==> config.mk <==
export PLATFORM = sky130hd
export DESIGN_NAME = sar_adc_conversion_control
export DESIGN_NICKNAME = d
export VERILOG_FILES = /design/src/sar_search.sv /design/src/sar_adc_conversion_control.sv
export SDC_FILE = /design/constraint.sdc
export NUM_CORES = 1
export LEC_CHECK = 0
export BUFFER_PORTS_ARGS = -buffer_cell sky130_fd_sc_hd__buf_2
export CAP_MARGIN = 20
export CORE_MARGIN = 2
export CORE_UTILIZATION = 55
export DETAILED_ROUTE_END_ITERATION = 10
export PLACE_DENSITY = 0.78
export SYNTH_ARGS = -nofsm -noshare
export SYNTH_HDL_FRONTEND = slang
export SYNTH_SLANG_ARGS = --single-unit
==> constraint.sdc <==
create_clock -name clk -period 2.3 [get_ports clk]
set_input_delay 0.345 -clock clk [delete_from_list [all_inputs] [get_ports clk]]
set_output_delay 0.345 -clock clk [all_outputs]
set_load 0.05 [all_outputs]
==> src/sar_search.sv <==
`default_nettype none

// ==========================================================================
// Shared constants
package sar_pkg;
    localparam int          RES_BITS       = 12;
    localparam int          CONV_CYC       = 18;
    localparam int          SAMPLE_CYC     = CONV_CYC - RES_BITS;
    localparam int          CLK_HZ         = 20_000_000;
    localparam int          PWR_WAIT_NS    = 10_000;
    localparam int          PWR_WAIT_CYC   = (PWR_WAIT_NS * (CLK_HZ / 1_000_000) + 999) / 1000;
    localparam int          CONV_DIV       = 2;
    localparam int          CONV_HZ_MAX    = 18_000_000;
    localparam int          CONV_HZ_MIN    = 1_000_000;
    localparam logic [11:0] RESULT_RST     = 12'h000;
    typedef enum logic [1:0] {WAKE, IDLE, SAMPLE, CONVERT} conv_state_e;
endpackage : sar_pkg

// ==========================================================================
// Binary search engine, one decision per converter clock tick
module sar_search import sar_pkg::*; #(
    parameter int BITS = RES_BITS
) (
    input  wire logic            clk,
    input  wire logic            resetn,
    input  wire logic            go,
    input  wire logic            tick,
    input  wire logic            comp_in,
    output logic [BITS-1:0]      dac_code,
    output logic                 finish
);
    logic [BITS-1:0]         code_ff;
    logic [$clog2(BITS)-1:0] idx_ff;
    logic                    busy_ff;

    initial begin
        if (BITS < 2) $error("BITS must be at least 2");
    end

    assign dac_code = code_ff;
    assign finish   = busy_ff && tick && (idx_ff == '0);

    // MSB first: trial bit kept when the comparator input is high (input at or above the DAC level)
    always_ff @(posedge clk) begin
        if (!resetn) begin
            code_ff <= '0;
            idx_ff  <= '0;
            busy_ff <= 1'b0;
        end else if (go) begin
            code_ff <= {1'b1, {(BITS-1){1'b0}}};
            idx_ff  <= ($clog2(BITS))'(BITS - 1);
            busy_ff <= 1'b1;
        end else if (busy_ff && tick) begin
            if (!comp_in) begin
                code_ff[idx_ff] <= 1'b0;
            end
            if (idx_ff == '0) begin
                busy_ff <= 1'b0;
            end else begin
                code_ff[idx_ff - 1'b1] <= 1'b1;
                idx_ff                 <= idx_ff - 1'b1;
            end
        end
    end
endmodule : sar_search

`default_nettype wire

==> src/sar_adc_conversion_control.sv <==
`default_nettype none

module sar_adc_conversion_control import sar_pkg::*; #(
    parameter int BITS     = RES_BITS,
    parameter int DIV      = CONV_DIV,
    parameter int WAIT_CYC = PWR_WAIT_CYC
) (
    input  wire logic            clk,
    input  wire logic            resetn,
    input  wire logic            wake,
    input  wire logic            start_bit,
    input  wire logic            trig_in,
    input  wire logic            single_sel,
    input  wire logic            result_rd,
    input  wire logic            status_clr,
    input  wire logic            comp_in,
    output logic [BITS-1:0]      dac_code,
    output logic [BITS-1:0]      result,
    output logic                 done,
    output logic                 status,
    output logic                 ready,
    output logic                 sampling
);
    // ======================================================================
    // Declarations
    conv_state_e               state_ff;
    logic [$clog2(WAIT_CYC+1)-1:0] wait_ff;
    logic [$clog2(DIV+1)-1:0]  div_ff;
    logic [4:0]                samp_ff;
    logic                      trig_ff;
    logic                      pend_ff;
    logic                      run_ff;
    logic [BITS-1:0]           result_ff;
    logic                      done_ff;
    logic                      status_ff;
    logic                      tick;
    logic                      trig_rise;
    logic                      req;
    logic                      go;
    logic                      finish;

    initial begin
        if (BITS != RES_BITS) $error("Result width must match the search length");
        if (DIV < 1 || CLK_HZ / DIV > CONV_HZ_MAX) $error("Converter clock above 18 MHz");
        if (CLK_HZ / DIV < CONV_HZ_MIN) $error("Converter clock below 1 MHz");
        if (WAIT_CYC < 8) $error("WAIT_CYC must be at least 8");
    end

    // ======================================================================
    // Converter clock: the system clock divided, so that DIV sets the rate
    // the analog side sees; 20 MHz / 2 keeps it inside 1..18 MHz
    always_ff @(posedge clk) begin
        if (!resetn || go) begin
            div_ff <= '0;
        end else if (div_ff == ($clog2(DIV+1))'(DIV - 1)) begin
            div_ff <= '0;
        end else begin
            div_ff <= div_ff + 1'b1;
        end
    end
    assign tick = (div_ff == ($clog2(DIV+1))'(DIV - 1));

    // ======================================================================
    // Start requests
    always_ff @(posedge clk) begin
        if (!resetn) begin
            trig_ff <= 1'b0;
        end else begin
            trig_ff <= trig_in;
        end
    end
    // Trigger counts on its rising edge only, so a long pulse is one request
    assign trig_rise = trig_in && !trig_ff;
    assign req       = start_bit || trig_rise || pend_ff;
    // Single select is honoured on the edge it is first seen, before run_ff clears
    assign go        = (state_ff == IDLE) && (req || (run_ff && !single_sel));

    // A trigger that lands mid-conversion is kept, not dropped
    always_ff @(posedge clk) begin
        if (!resetn || wake) begin
            pend_ff <= 1'b0;
        end else if ((state_ff == SAMPLE || state_ff == CONVERT) && (start_bit || trig_rise)) begin
            pend_ff <= 1'b1;
        end else if (go) begin
            pend_ff <= 1'b0;
        end
    end

    // Continuous run: armed by the first start, dropped by single select
    always_ff @(posedge clk) begin
        if (!resetn || wake || single_sel) begin
            run_ff <= 1'b0;
        end else if (go) begin
            run_ff <= 1'b1;
        end
    end

    // ======================================================================
    // Sequencer
    always_ff @(posedge clk) begin
        if (!resetn || wake) begin
            state_ff <= WAKE;
            wait_ff  <= '0;
            samp_ff  <= '0;
        end else begin
            case (state_ff)
                WAKE: begin
                    wait_ff <= wait_ff + 1'b1;
                    if (wait_ff == ($clog2(WAIT_CYC+1))'(WAIT_CYC - 1)) begin
                        state_ff <= IDLE;
                    end
                end
                IDLE: begin
                    samp_ff <= '0;
                    if (go) begin
                        state_ff <= SAMPLE;
                    end
                end
                SAMPLE: begin
                    if (tick) begin
                        samp_ff <= samp_ff + 1'b1;
                        if (samp_ff == 5'(SAMPLE_CYC - 1)) begin
                            state_ff <= CONVERT;
                        end
                    end
                end
                CONVERT: begin
                    if (finish) begin
                        state_ff <= IDLE;
                    end
                end
                default: begin
                    state_ff <= WAKE;
                end
            endcase
        end
    end

    sar_search #(
        .BITS (BITS)
    ) u_search (
        .clk      (clk),
        .resetn   (resetn),
        .go       ((state_ff == SAMPLE) && tick && (samp_ff == 5'(SAMPLE_CYC - 1))),
        .tick     (tick),
        .comp_in  (comp_in),
        .dac_code (dac_code),
        .finish   (finish)
    );

    // ======================================================================
    // Result and completion flags; a new result wins over a same-cycle read
    always_ff @(posedge clk) begin
        if (!resetn) begin
            result_ff <= RESULT_RST;
        end else if (finish) begin
            result_ff <= {dac_code[BITS-1:1], comp_in};
        end
    end

    always_ff @(posedge clk) begin
        if (!resetn) begin
            done_ff <= 1'b0;
        end else if (finish) begin
            done_ff <= 1'b1;
        end else if (result_rd) begin
            done_ff <= 1'b0;
        end
    end

    always_ff @(posedge clk) begin
        if (!resetn) begin
            status_ff <= 1'b0;
        end else if (finish) begin
            status_ff <= 1'b1;
        end else if (status_clr) begin
            status_ff <= 1'b0;
        end
    end

    assign result   = result_ff;
    assign done     = done_ff;
    assign status   = status_ff;
    assign ready    = (state_ff != WAKE);
    assign sampling = (state_ff == SAMPLE);

    // ======================================================================
    // Checks
    logic [5:0] conv_cnt_ff;
    always_ff @(posedge clk) begin
        if (!resetn || go) begin
            conv_cnt_ff <= '0;
        end else if (state_ff != IDLE && state_ff != WAKE && tick) begin
            conv_cnt_ff <= conv_cnt_ff + 1'b1;
        end
    end

    property p_no_start_in_wait;
        @(posedge clk) disable iff (!resetn)
        state_ff == WAKE |-> !go && !pend_ff;
    endproperty
    a_no_start_in_wait: assert property (p_no_start_in_wait)
        else $error("Conversion started during power-up wait");

    property p_wait_length;
        @(posedge clk) disable iff (!resetn)
        $rose(state_ff == WAKE) |-> (state_ff == WAKE) [*8];
    endproperty
    a_wait_length: assert property (p_wait_length)
        else $error("Power-up wait ended early");

    property p_eighteen_ticks;
        @(posedge clk) disable iff (!resetn || wake)
        finish |-> conv_cnt_ff == 6'(CONV_CYC - 1);
    endproperty
    a_eighteen_ticks: assert property (p_eighteen_ticks)
        else $error("Conversion did not take eighteen converter clocks");

    property p_done_set;
        @(posedge clk) disable iff (!resetn)
        finish |=> done && status;
    endproperty
    a_done_set: assert property (p_done_set)
        else $error("Completion did not raise done and status");

    property p_done_holds;
        @(posedge clk) disable iff (!resetn)
        done && !result_rd && !finish |=> done;
    endproperty
    a_done_holds: assert property (p_done_holds)
        else $error("Done dropped without a read");

    property p_read_clears;
        @(posedge clk) disable iff (!resetn)
        result_rd && !finish |=> !done;
    endproperty
    a_read_clears: assert property (p_read_clears)
        else $error("Read did not clear done");

    property p_result_stable;
        @(posedge clk) disable iff (!resetn)
        !$past(finish) |-> $stable(result);
    endproperty
    a_result_stable: assert property (p_result_stable)
        else $error("Result changed without a completion");

    property p_msb_first;
        @(posedge clk) disable iff (!resetn || wake)
        $rose(state_ff == CONVERT) |-> dac_code[BITS-1] && dac_code[BITS-2:0] == '0;
    endproperty
    a_msb_first: assert property (p_msb_first)
        else $error("Search did not start at the MSB");

    property p_continuous;
        @(posedge clk) disable iff (!resetn || wake)
        finish && run_ff && !single_sel ##1 !single_sel |=> state_ff == SAMPLE;
    endproperty
    a_continuous: assert property (p_continuous)
        else $error("Continuous mode did not restart at once");

    property p_single_once;
        @(posedge clk) disable iff (!resetn || wake)
        state_ff == IDLE && single_sel && !pend_ff && !start_bit && !trig_rise |-> !go;
    endproperty
    a_single_once: assert property (p_single_once)
        else $error("Single mode converted without a request");

    c_single: cover property (@(posedge clk) disable iff (!resetn)
        single_sel && trig_rise && state_ff == IDLE ##[1:60] finish);
    c_cont: cover property (@(posedge clk) disable iff (!resetn)
        finish && run_ff ##[1:60] finish);
    c_pend: cover property (@(posedge clk) disable iff (!resetn)
        pend_ff && go);
    c_read: cover property (@(posedge clk) disable iff (!resetn)
        done ##1 result_rd ##1 !done);
endmodule : sar_adc_conversion_control

`default_nettype wire

==> results.md, run 1 <==
- Placed Cells: around 340
- Reg clk slew, reported paths: 0.09 ns
- Reg2reg end: u_search.dac_code[0]$_SDFFE_PP0N_
- Initial Utilization: 0.566
- Skew-Pair Late Insertion Delay: 0.30 ns
- ANT nets after route: 0
- Initial antenna violation count: 0
- Max Transition Viols Final: 0
- Die area: 0.00462 mm²
- Fill cells: around 340
- Post-synth EDFFs: 0
- Register area share after synthesis: 0.454
- R2R depth: 5
- Final period util: 0.801
- Row count: 23
- PwrDens: about 650 mW/mm²
- Final core utilization: 0.649
- Crit-path slowest cell: dfxtp_1
- Total GRT Usage: 0.208
- CTS resizes: 0
- WP data required: 2.47 ns
- Fmax: between 500 and 600 MHz
- Total Routed Length: around 4300 µm
- Synth Net Count: 285
- WL/cell: ~12 µm
- Largest family of logic cells by synthesized area: simple AND/OR/NAND/NOR gates
- Final Skew: 0.00752 ns
- Critical-path cell list: ha_1 > and4bb_4 > nand2_1 > o21ai_0 > a21oi_1
- Slowest stage delay, CP: between 0.3 and 0.4 ns
- Core area: 0.00397 mm²
- CP Depth: 5
- Total gr overflow: 0
- Via count: 1894
- Outcome: finished, final reports clean
- Mapped Area: 0.00225 mm²
- Post-synthesis mux area share: 0.0178
- Io pins: 37
- Tmin final: 1.84 ns
- Synth top area cells: dfxtp_1, a21oi_1, nand2_1
- Post-synthesis compound-gate area fraction: 0.155
- Synth area leader: dfxtp_1
- MaxCap Viol Count: 0
- Post-CTS Setup Inserts: 0
- Unique masters post-synth: 40
- Crit path to: u_search.dac_code[0]$_SDFFE_PP0N_
- Relative slew slack: 0.640
- Worst path bufs/invs: 0
- Kind of critical path: flip-flop to flip-flop
- TritonCTS Buffers: 5
- Setup slack, reg-to-reg: 0.46 ns
- Startpoint types: flip-flop
- Simple-Gate Fraction of Synth Area: 0.254
- Leakage: 0.00100 µW
- Top cell type's share of synthesized area: 0.454
- Asr flop ratio synth: 0
- Die Y: 68.0 µm
- DR iter-0 viols: 122
- # hold bufs at CTS: 0
- Worst Max-Slew Pin Slew: 0.538 ns
- Worst min path class: input pin to flip-flop
- Drt first pass iters: 4
- Top delay family on crit path: simple AND/OR/NAND/NOR gates
- Syn_area_per_cell: about 8.4 µm²
- Fraction of layout instances using a drive strength above 1: 0.167
- CP arrival: around 2 ns
- First-pass GRT wire length: between 7000 and 8000 µm
- Dominant synthesized flop cell: dfxtp_1
- RSZ-0062 raised after global routing: false
- Setup TNS: 0 ns
- Critical Path End Type: flip-flop
- Flops & latches, synth: 51
- Number of diodes: 0
- Vias in the first global route: 1718
- Nets: about 320
- Synth Area in XOR/XNOR: 0.0311
- Placer Congestion: around 0.82
- Clock Tree Root: clkbuf_8
- Warnings, synthesis: 0
- Pin count of the biggest net entering global routing: 21
- Final hold viol count: 0
- Adder-cell share of the synthesized area: 0.0501
- Die W: 68.0 µm
- Finished Layout Cells: 350
- Final setup viols: 0
- Drt drc: 0
- Crit. Startpoint: div_ff[0]$_SDFF_PP0_
- CTS sink count: between 50 and 60
- H-tree depth: 2
- DR vias/cell: 5.41
- Reg-to-Reg Start: div_ff[0]$_SDFF_PP0_
- DP HPWL: a little over 3000 µm
- Synth Instances: 267
- CTS tree: yes
- Peak VDD IR: 467 µV
- # port buffers: 36
- CTS Buffer Depth: 2
- Max FO, Critical Path: 16
- Area grow syn2layout: 14.5%
==> through the flow <==
stage	cell area (µm²)	setup WS (ns)	hold slack, ns	power (µW)
global route	2580	0.241	0.216	1720
floorplan	2250	0.532	0.398	951
CTS	2580	0.438	0.202	1680
finish	2580	0.457	0.208	1660
global placement	2440	0.553	0.406	966
detailed placement	2440	0.464	0.419	967
==> layout make-up <==
class	instances	area (µm²)	share of cell area
inverters	8	30.0	0.0117
multi-input cells	196	1140	0.443
repair buffers	37	188	0.0729
well taps	50	62.6	0.0243
clock inverters	2	60.1	0.0233
clock buffers	6	72.6	0.0282
flip-flops and latches	51	1020	0.396
==> cell usage in the layout, fill, tap and decap left out, drive strengths merged, types with 3 or more instances in the layout <==
cell | Yosys | layout
o21ai | 14 | 14
mux2i | 4 | 4
nand2 | 46 | 46
nand3b | 3 | 3
xor2 | 7 | 7
inv | 8 | 8
nor2b | 3 | 3
clkbuf | 5 | 6
and2 | 4 | 4
nor2 | 22 | 22
a21oi | 36 | 36
and4bb | 3 | 3
nand4 | 5 | 5
nand2b | 8 | 8
nand3 | 8 | 8
dfxtp | 51 | 51
ha | 9 | 9
or3 | 4 | 4
buf | 7 | 37
==> power breakdown <==
part           internal [µW]  switching, µW  leakage [µW]  total [µW]
Combinational           19.1           33.3      0.000525        52.4
Clock                    435            284     0.0000654         718
Sequential               890           3.84      0.000412         894
Total                   1340            321       0.00100        1660
==> sequential cells by signal, indices dropped and copies added (netlist names) <==
signal             flops
u_search.idx_ff        4
result                12
run_ff                 1
done                   1
state_ff               2
samp_ff                5
div_ff                 2
u_search.busy_ff       1
pend_ff                1
status                 1
trig_ff                1
u_search.dac_code     12
wait_ff                8
==> logic make-up after synthesis <==
kind of cell | count (synthesis)
DFF | 51
buffers and inverters | 20
adders and majority gates | 9
and+or+nand+nor | 115
muxes | 4
AOI/OAI and AO/OA | 60
xor gates and xnor gates | 8
==> cells in the mapped netlist (2+ instances only) <==
cell,instances
inv_1,8
or3_1,4
and3_1,2
nor2_1,21
nand2_1,46
clkbuf_1,5
a21oi_1,36
nand3b_1,3
nand4_1,5
nand2b_1,8
ha_1,9
and2_1,4
nor3_1,2
nor2b_1,3
nand3_1,8
dfxtp_1,51
mux2i_1,4
o21ai_0,14
xor2_1,7
buf_2,6
a31oi_1,2
==> layer usage <==
metal  wire length [µm]  track usage
met3                168       0.0493
met4                 59       0.0750
met5                  0            0
met2               2150        0.377
met1               1910        0.234
==> worst min-delay path by stage <==
stage	depth (start not counted)	endpoint	start
floorplan	1	div_ff[0]$_SDFF_PP0_	div_ff[0]$_SDFF_PP0_
global placement	1	div_ff[0]$_SDFF_PP0_	div_ff[0]$_SDFF_PP0_
detailed placement	1	div_ff[0]$_SDFF_PP0_	div_ff[0]$_SDFF_PP0_
CTS	2	run_ff$_SDFFE_PP0P_	single_sel
global route	2	run_ff$_SDFFE_PP0P_	single_sel
finish	2	run_ff$_SDFFE_PP0P_	single_sel
Note: power is estimated with default switching activity, not from simulation.
==> run 2: changes to the inputs <==
- CORE_UTILIZATION: 55 -> 50
- PLACE_DENSITY: 0.78 -> 0.75
- clock period: 2.3 -> 1.5 ns (I/O delays scaled with it)
==> results.md, run 2 (synthesis gave the netlist of run 1 again) <==
- Outcome: finished, final reports clean
- Final instance area: 0.00282 mm²
- CTS sink count: 51
- Flop pwr share: 0.586
- Cell depth of the worst hold path: 2
- Reg-to-Reg Start: state_ff[0]$_SDFFE_PP0P_
- Initial antenna violation count: 0
- Die Y: 71.1 µm
- H-tree depth: 2
- MaxCap Viol Count: 0
- CTS Buffer Depth: 2
- Fraction of layout instances using a drive strength above 1: 0.285
- CP arrival: 1.72 ns
- Final setup viols: 0
- Hold Path Origin: single_sel
- Core area: 0.00435 mm²
- Initial Utilization: 0.517
- Hold Slack: 0.0828 ns
- Die area: 0.00505 mm²
- Startpoint types: flip-flop
- Final hold viol count: 0
- Total Routed Length: just under 5000 µm
- Final Skew: 0.00600 ns
- ANT nets after route: 0
- Fmax: 673 MHz
- R2R depth: 5
- Clock share of power: 0.368
- Drt drc: 0
- WL/cell: 13.0 µm
- Kind of critical path: flip-flop to flip-flop
- Sw Share: 0.216
- DR iter-0 viols: 79
- Number of diodes: 0
- Drt first pass iters: 4
- Commonest non-fill, non-tap cell in the layout: dfxtp_1
- Worst Max-Slew Pin Slew: 0.539 ns
- # port buffers: 36
- First-pass GRT wire length: 8160 µm
- Max FO, Critical Path: 5
- Nets: roughly 340
- Reg clk slew, reported paths: 0.08 ns
- Final period util: 0.991
- Clock Tree Root: clkbuf_8
- Row count: 24
- Final core utilization: 0.647
- Leakage: 0.00112 µW
- Total gr overflow: 0
- Peak VDD IR: 429 µV
- Placer Congestion: 0.817
- Cell Area, Placed: 0.00265 mm²
- Via count: 1982
- Die W: 71.1 µm
- Combinational power share: 0.047
- Setup ws final: 0.0138 ns
- Pin count of the biggest net entering global routing: 20
- # hold bufs at CTS: 0
- Psw: 506 µW
- Critical Path End Type: flip-flop
- Skew-Pair Late Insertion Delay: 0.31 ns
- Area grow syn2layout: 25.2%
- TritonCTS Buffers: 5
- Setup slack, reg-to-reg: 0.01 ns
- CTS tree: yes
- Vias in the first global route: 1842
- Int Power: around 1800 µW
- Relative slew slack: 0.637
- DP HPWL: 3680 µm
- DR vias/cell: 5.24
- Most frequent cells in the layout: dfxtp_1, nand2_1, a21oi_1
- Crit. Startpoint: state_ff[0]$_SDFFE_PP0P_
- Tmin final: 1.49 ns
- WP data required: 1.73 ns
- Max Transition Viols Final: 0
- Worst min path class: input pin to flip-flop
- Io pins: 37
- PwrDens: approximately 830 mW/mm²
- Pre-CTS setup slack: between 0.01 and 0.015 ns
- Power, Total: 2340 µW
- Total GRT Usage: 0.204
- RSZ-0062 raised after global routing: true
run 2: cell types whose count changed in the layout (fill, tap and decap cells not counted), moves of 4 or more:
cell	previous run	this run
o21ai_1	0	5
inv_1	8	4
buf_4	1	27
dfxtp_1	51	47
o21ai_0	14	9
run 2: worst max-delay path: stages (launching register included):
cell and delay [ns]:
dfxtp_4 0.39, inv_4 0.05, ha_2 0.18, a21boi_2 0.17, a2111oi_4 0.40, mux2i_1 0.22
run 2: power groups by stage:
stage / Sequential (µW) / Combinational, µW / Clock (µW)
floorplan: 1400 / 57.3 / 0
global placement: 1400 / 96.3 / 0
CTS: 1370 / 102 / 875
finish: 1370 / 110 / 861
detailed placement: 1400 / 99.0 / 0
global route: 1370 / 123 / 916
run 2: layer usage:
metal / part of all wire / GRT usage / routed length [µm]
met3: 0.033 / 0.0427 / 163
met1: 0.45 / 0.242 / 2200
met4: 0.028 / 0.103 / 140
met5: 0 / 0 / 0
met2: 0.49 / 0.350 / 2420
run 2: metrics by stage:
| stage | TNS [ns] | cells |
|---|---|---|
| 2_1_floorplan | -0.109 | 267 |
| 3_3_place_gp | 0 | 367 |
| 3_5_place_dp | 0 | 367 |
| 4_1_cts | 0 | 375 |
| 5_1_grt | -0.142 | 378 |
| 6_report | 0 | 378 |
run 2: area by class of cell:
| type | count | area (µm²) |
|---|---|---|
| Tap cell | 52 | 65.1 |
| Timing Repair Buffer | 63 | 395 |
| Fill cell | 368 | 1540 |
| Clock buffer | 8 | 100 |
| Sequential cell | 51 | 1030 |
| Inverter | 8 | 36.3 |
| Multi-Input combinational cell | 196 | 1190 |
run 2: worst paths after layout:
path | endpoint
max | state_ff[0]$_SDFFE_PP0P_
max reg2reg | state_ff[0]$_SDFFE_PP0P_
min | run_ff$_SDFFE_PP0P_
min reg2reg | div_ff[0]$_SDFF_PP0_
run 2: repair_timing:
action	CTS	global route
gates resized for setup	7	14
endpoints found under the setup margin	4	23
buffers inserted	0	3
pin swaps	0	4
==> run 3: changes to the inputs <==
- CORE_ASPECT_RATIO: unset -> 0.9
- GPL_ROUTABILITY_DRIVEN: unset -> 1
- SETUP_SLACK_MARGIN: unset -> 0.1
==> results.md, run 3 (synthesis gave the netlist of run 1 again) <==
- Combinational power share: 0.057
- Sw Share: 0.233
- Leakage: about 0.0012 µW
- Pin count of the biggest net entering global routing: 20
- DR iter-0 viols: 142
- # port buffers: 36
- Initial Utilization: 0.511
- Highest routed metal layer: met4
- Fill cells: 349
- WP data required: 1.74 ns
- CTS tree: yes
- Total GRT Usage: 0.229
- DP HPWL: ~3700 µm
- Reg-to-Reg Start: div_ff[1]$_SDFF_PP0_
- Max Transition Viols Final: 0
- Routed length on met1: 2360 µm
- Reg clk slew, reported paths: 0.09 ns
- R2R depth: 6
- Fmax: 675 MHz
- Psw: 550 µW
- Row count: 23
- Die W: 74.7 µm
- Initial antenna violation count: 0
- Int Power: between 1500 and 2000 µW
- Relative slew slack: 0.625
- WL/cell: about 14 µm
- Area grow syn2layout: 33.6%
- PwrDens: 784 mW/mm²
- DR vias/cell: 5.34
- Tmin final: 1.48 ns
- Via count: 2089
- Commonest non-fill, non-tap cell in the layout: dfxtp_1
- Critical Path End Type: flip-flop
- Vias in the first global route: 1943
- Most frequent cells in the layout: dfxtp_1, nand2_1, buf_2
- Routed wl met2: about 2700 µm
- RSZ-0062 raised after global routing: true
- Worst min path class: input pin to flip-flop
- Placer Congestion: 0.897
- Nets: roughly 350
- Setup slack, reg-to-reg: 0.02 ns
- Final hold viol count: 0
- Kind of critical path: flip-flop to flip-flop
- Outcome: finished, final reports clean
- Drt drc: 0
- ANT nets after route: 0
- Io pins: 37
- Die Y: approximately 68 µm
- Worst Max-Slew Pin Slew: 0.555 ns
- Flop pwr share: 0.583
- Hold Path End: run_ff$_SDFFE_PP0P_
- H-tree depth: 2
- First-pass GRT wire length: around 8700 µm
- Peak VDD IR: 649 µV
- CTS sink count: 51
- Clock Tree Root: clkbuf_8
- Fraction of layout instances using a drive strength above 1: 0.380
- Setup TNS: 0 ns
- Final Skew: 0.00930 ns
- Die area: 0.00505 mm²
- Total gr overflow: 0
- CP arrival: approximately 1.7 ns
- MaxCap Viol Count: 0
- Startpoint types: flip-flop
- TritonCTS Buffers: 5
- Hold Slack: between 0.06 and 0.07 ns
- # hold bufs at CTS: 0
- Skew-Pair Late Insertion Delay: 0.31 ns
- Reg2reg end: state_ff[1]$_SDFFE_PP0P_
- Cell depth of the worst hold path: 2
- Total Routed Length: 5540 µm
- Hold Path Origin: single_sel
- Crit. Startpoint: div_ff[1]$_SDFF_PP0_
- Met3 WL: around 300 µm
- Number of diodes: 0
- Clock share of power: 0.360
- Max FO, Critical Path: 4
- Drt first pass iters: 5
- Final period util: 0.988
- Core area: 0.00440 mm²
- Final setup viols: 0
- CTS Buffer Depth: 2
==> run 3: cell types whose count changed in the layout (fill, tap and decap cells not counted), sizes merged <==
cell,previous run,this run
buf,63,66
clkinvlp,1,2
clkbuf,8,6
clkinv,0,1
==> run 3: area by class of cell <==
cell class	instances	area, µm²	area share
sequential	51	1030	0.343
timing repair buffer	66	454	0.151
tap	62	77.6	0.0258
multi-input combinational	196	1310	0.435
clock buffer	6	82.6	0.0275
clock inverter	2	16.3	0.00541
inverter	8	36.3	0.0121
==> run 3: power by group through the flow <==
stage	Sequential [µW]	Combinational (µW)	Clock [µW]
final	1370	135	850
after global routing	1380	147	918
after CTS	1370	128	869
after detailed placement	1400	102	0
after global placement	1400	96.8	0
after floorplan	1400	57.3	0
==> run 3: stage by stage <==
stage	cells	util	worst slack, ns	power [µW]	area, µm²
3_3_place_gp	374	0.606	0.0370	1500	2670
2_1_floorplan	267	-	-0.0547	1460	2300
6_report	391	0.683	0.0177	2360	3010
3_5_place_dp	374	0.606	-0.0431	1500	2670
5_1_grt	391	0.683	-0.0348	2440	3010
4_1_cts	387	0.651	0.00444	2370	2870
==> run 3: worst max path at each step <==
stage | end | slack, ns | depth (start not counted)
floorplan | state_ff[0]$_SDFFE_PP0P_ | -0.05 | 7
global placement | state_ff[0]$_SDFFE_PP0P_ | 0.04 | 5
detailed placement | state_ff[1]$_SDFFE_PP0P_ | -0.04 | 6
CTS | state_ff[1]$_SDFFE_PP0P_ | 0.004 | 6
global route | state_ff[1]$_SDFFE_PP0P_ | -0.03 | 6
finish | state_ff[1]$_SDFFE_PP0P_ | 0.02 | 6
==> run 3: per-layer routing <==
layer,vias up,track usage
met3,15,0.0537
met1,965,0.278
met5,-,0
met4,0,0.105
met2,74,0.385
li1,1035,-
==> run 3: worst max-delay path: stages (launching register included) <==
cell	delay, ns
dfxtp_2	0.33
inv_2	0.05
ha_4	0.14
and4bb_4	0.25
a21boi_2	0.07
a2111oi_4	0.35
mux2i_1	0.22
==> run 3: timing repair <==
item / 4_1_cts / 5_1_grt
endpoints found under the setup margin: 32 / 36
buffers inserted: 5 / 4
gates resized for setup: 20 / 36
pin swaps: 6 / 14
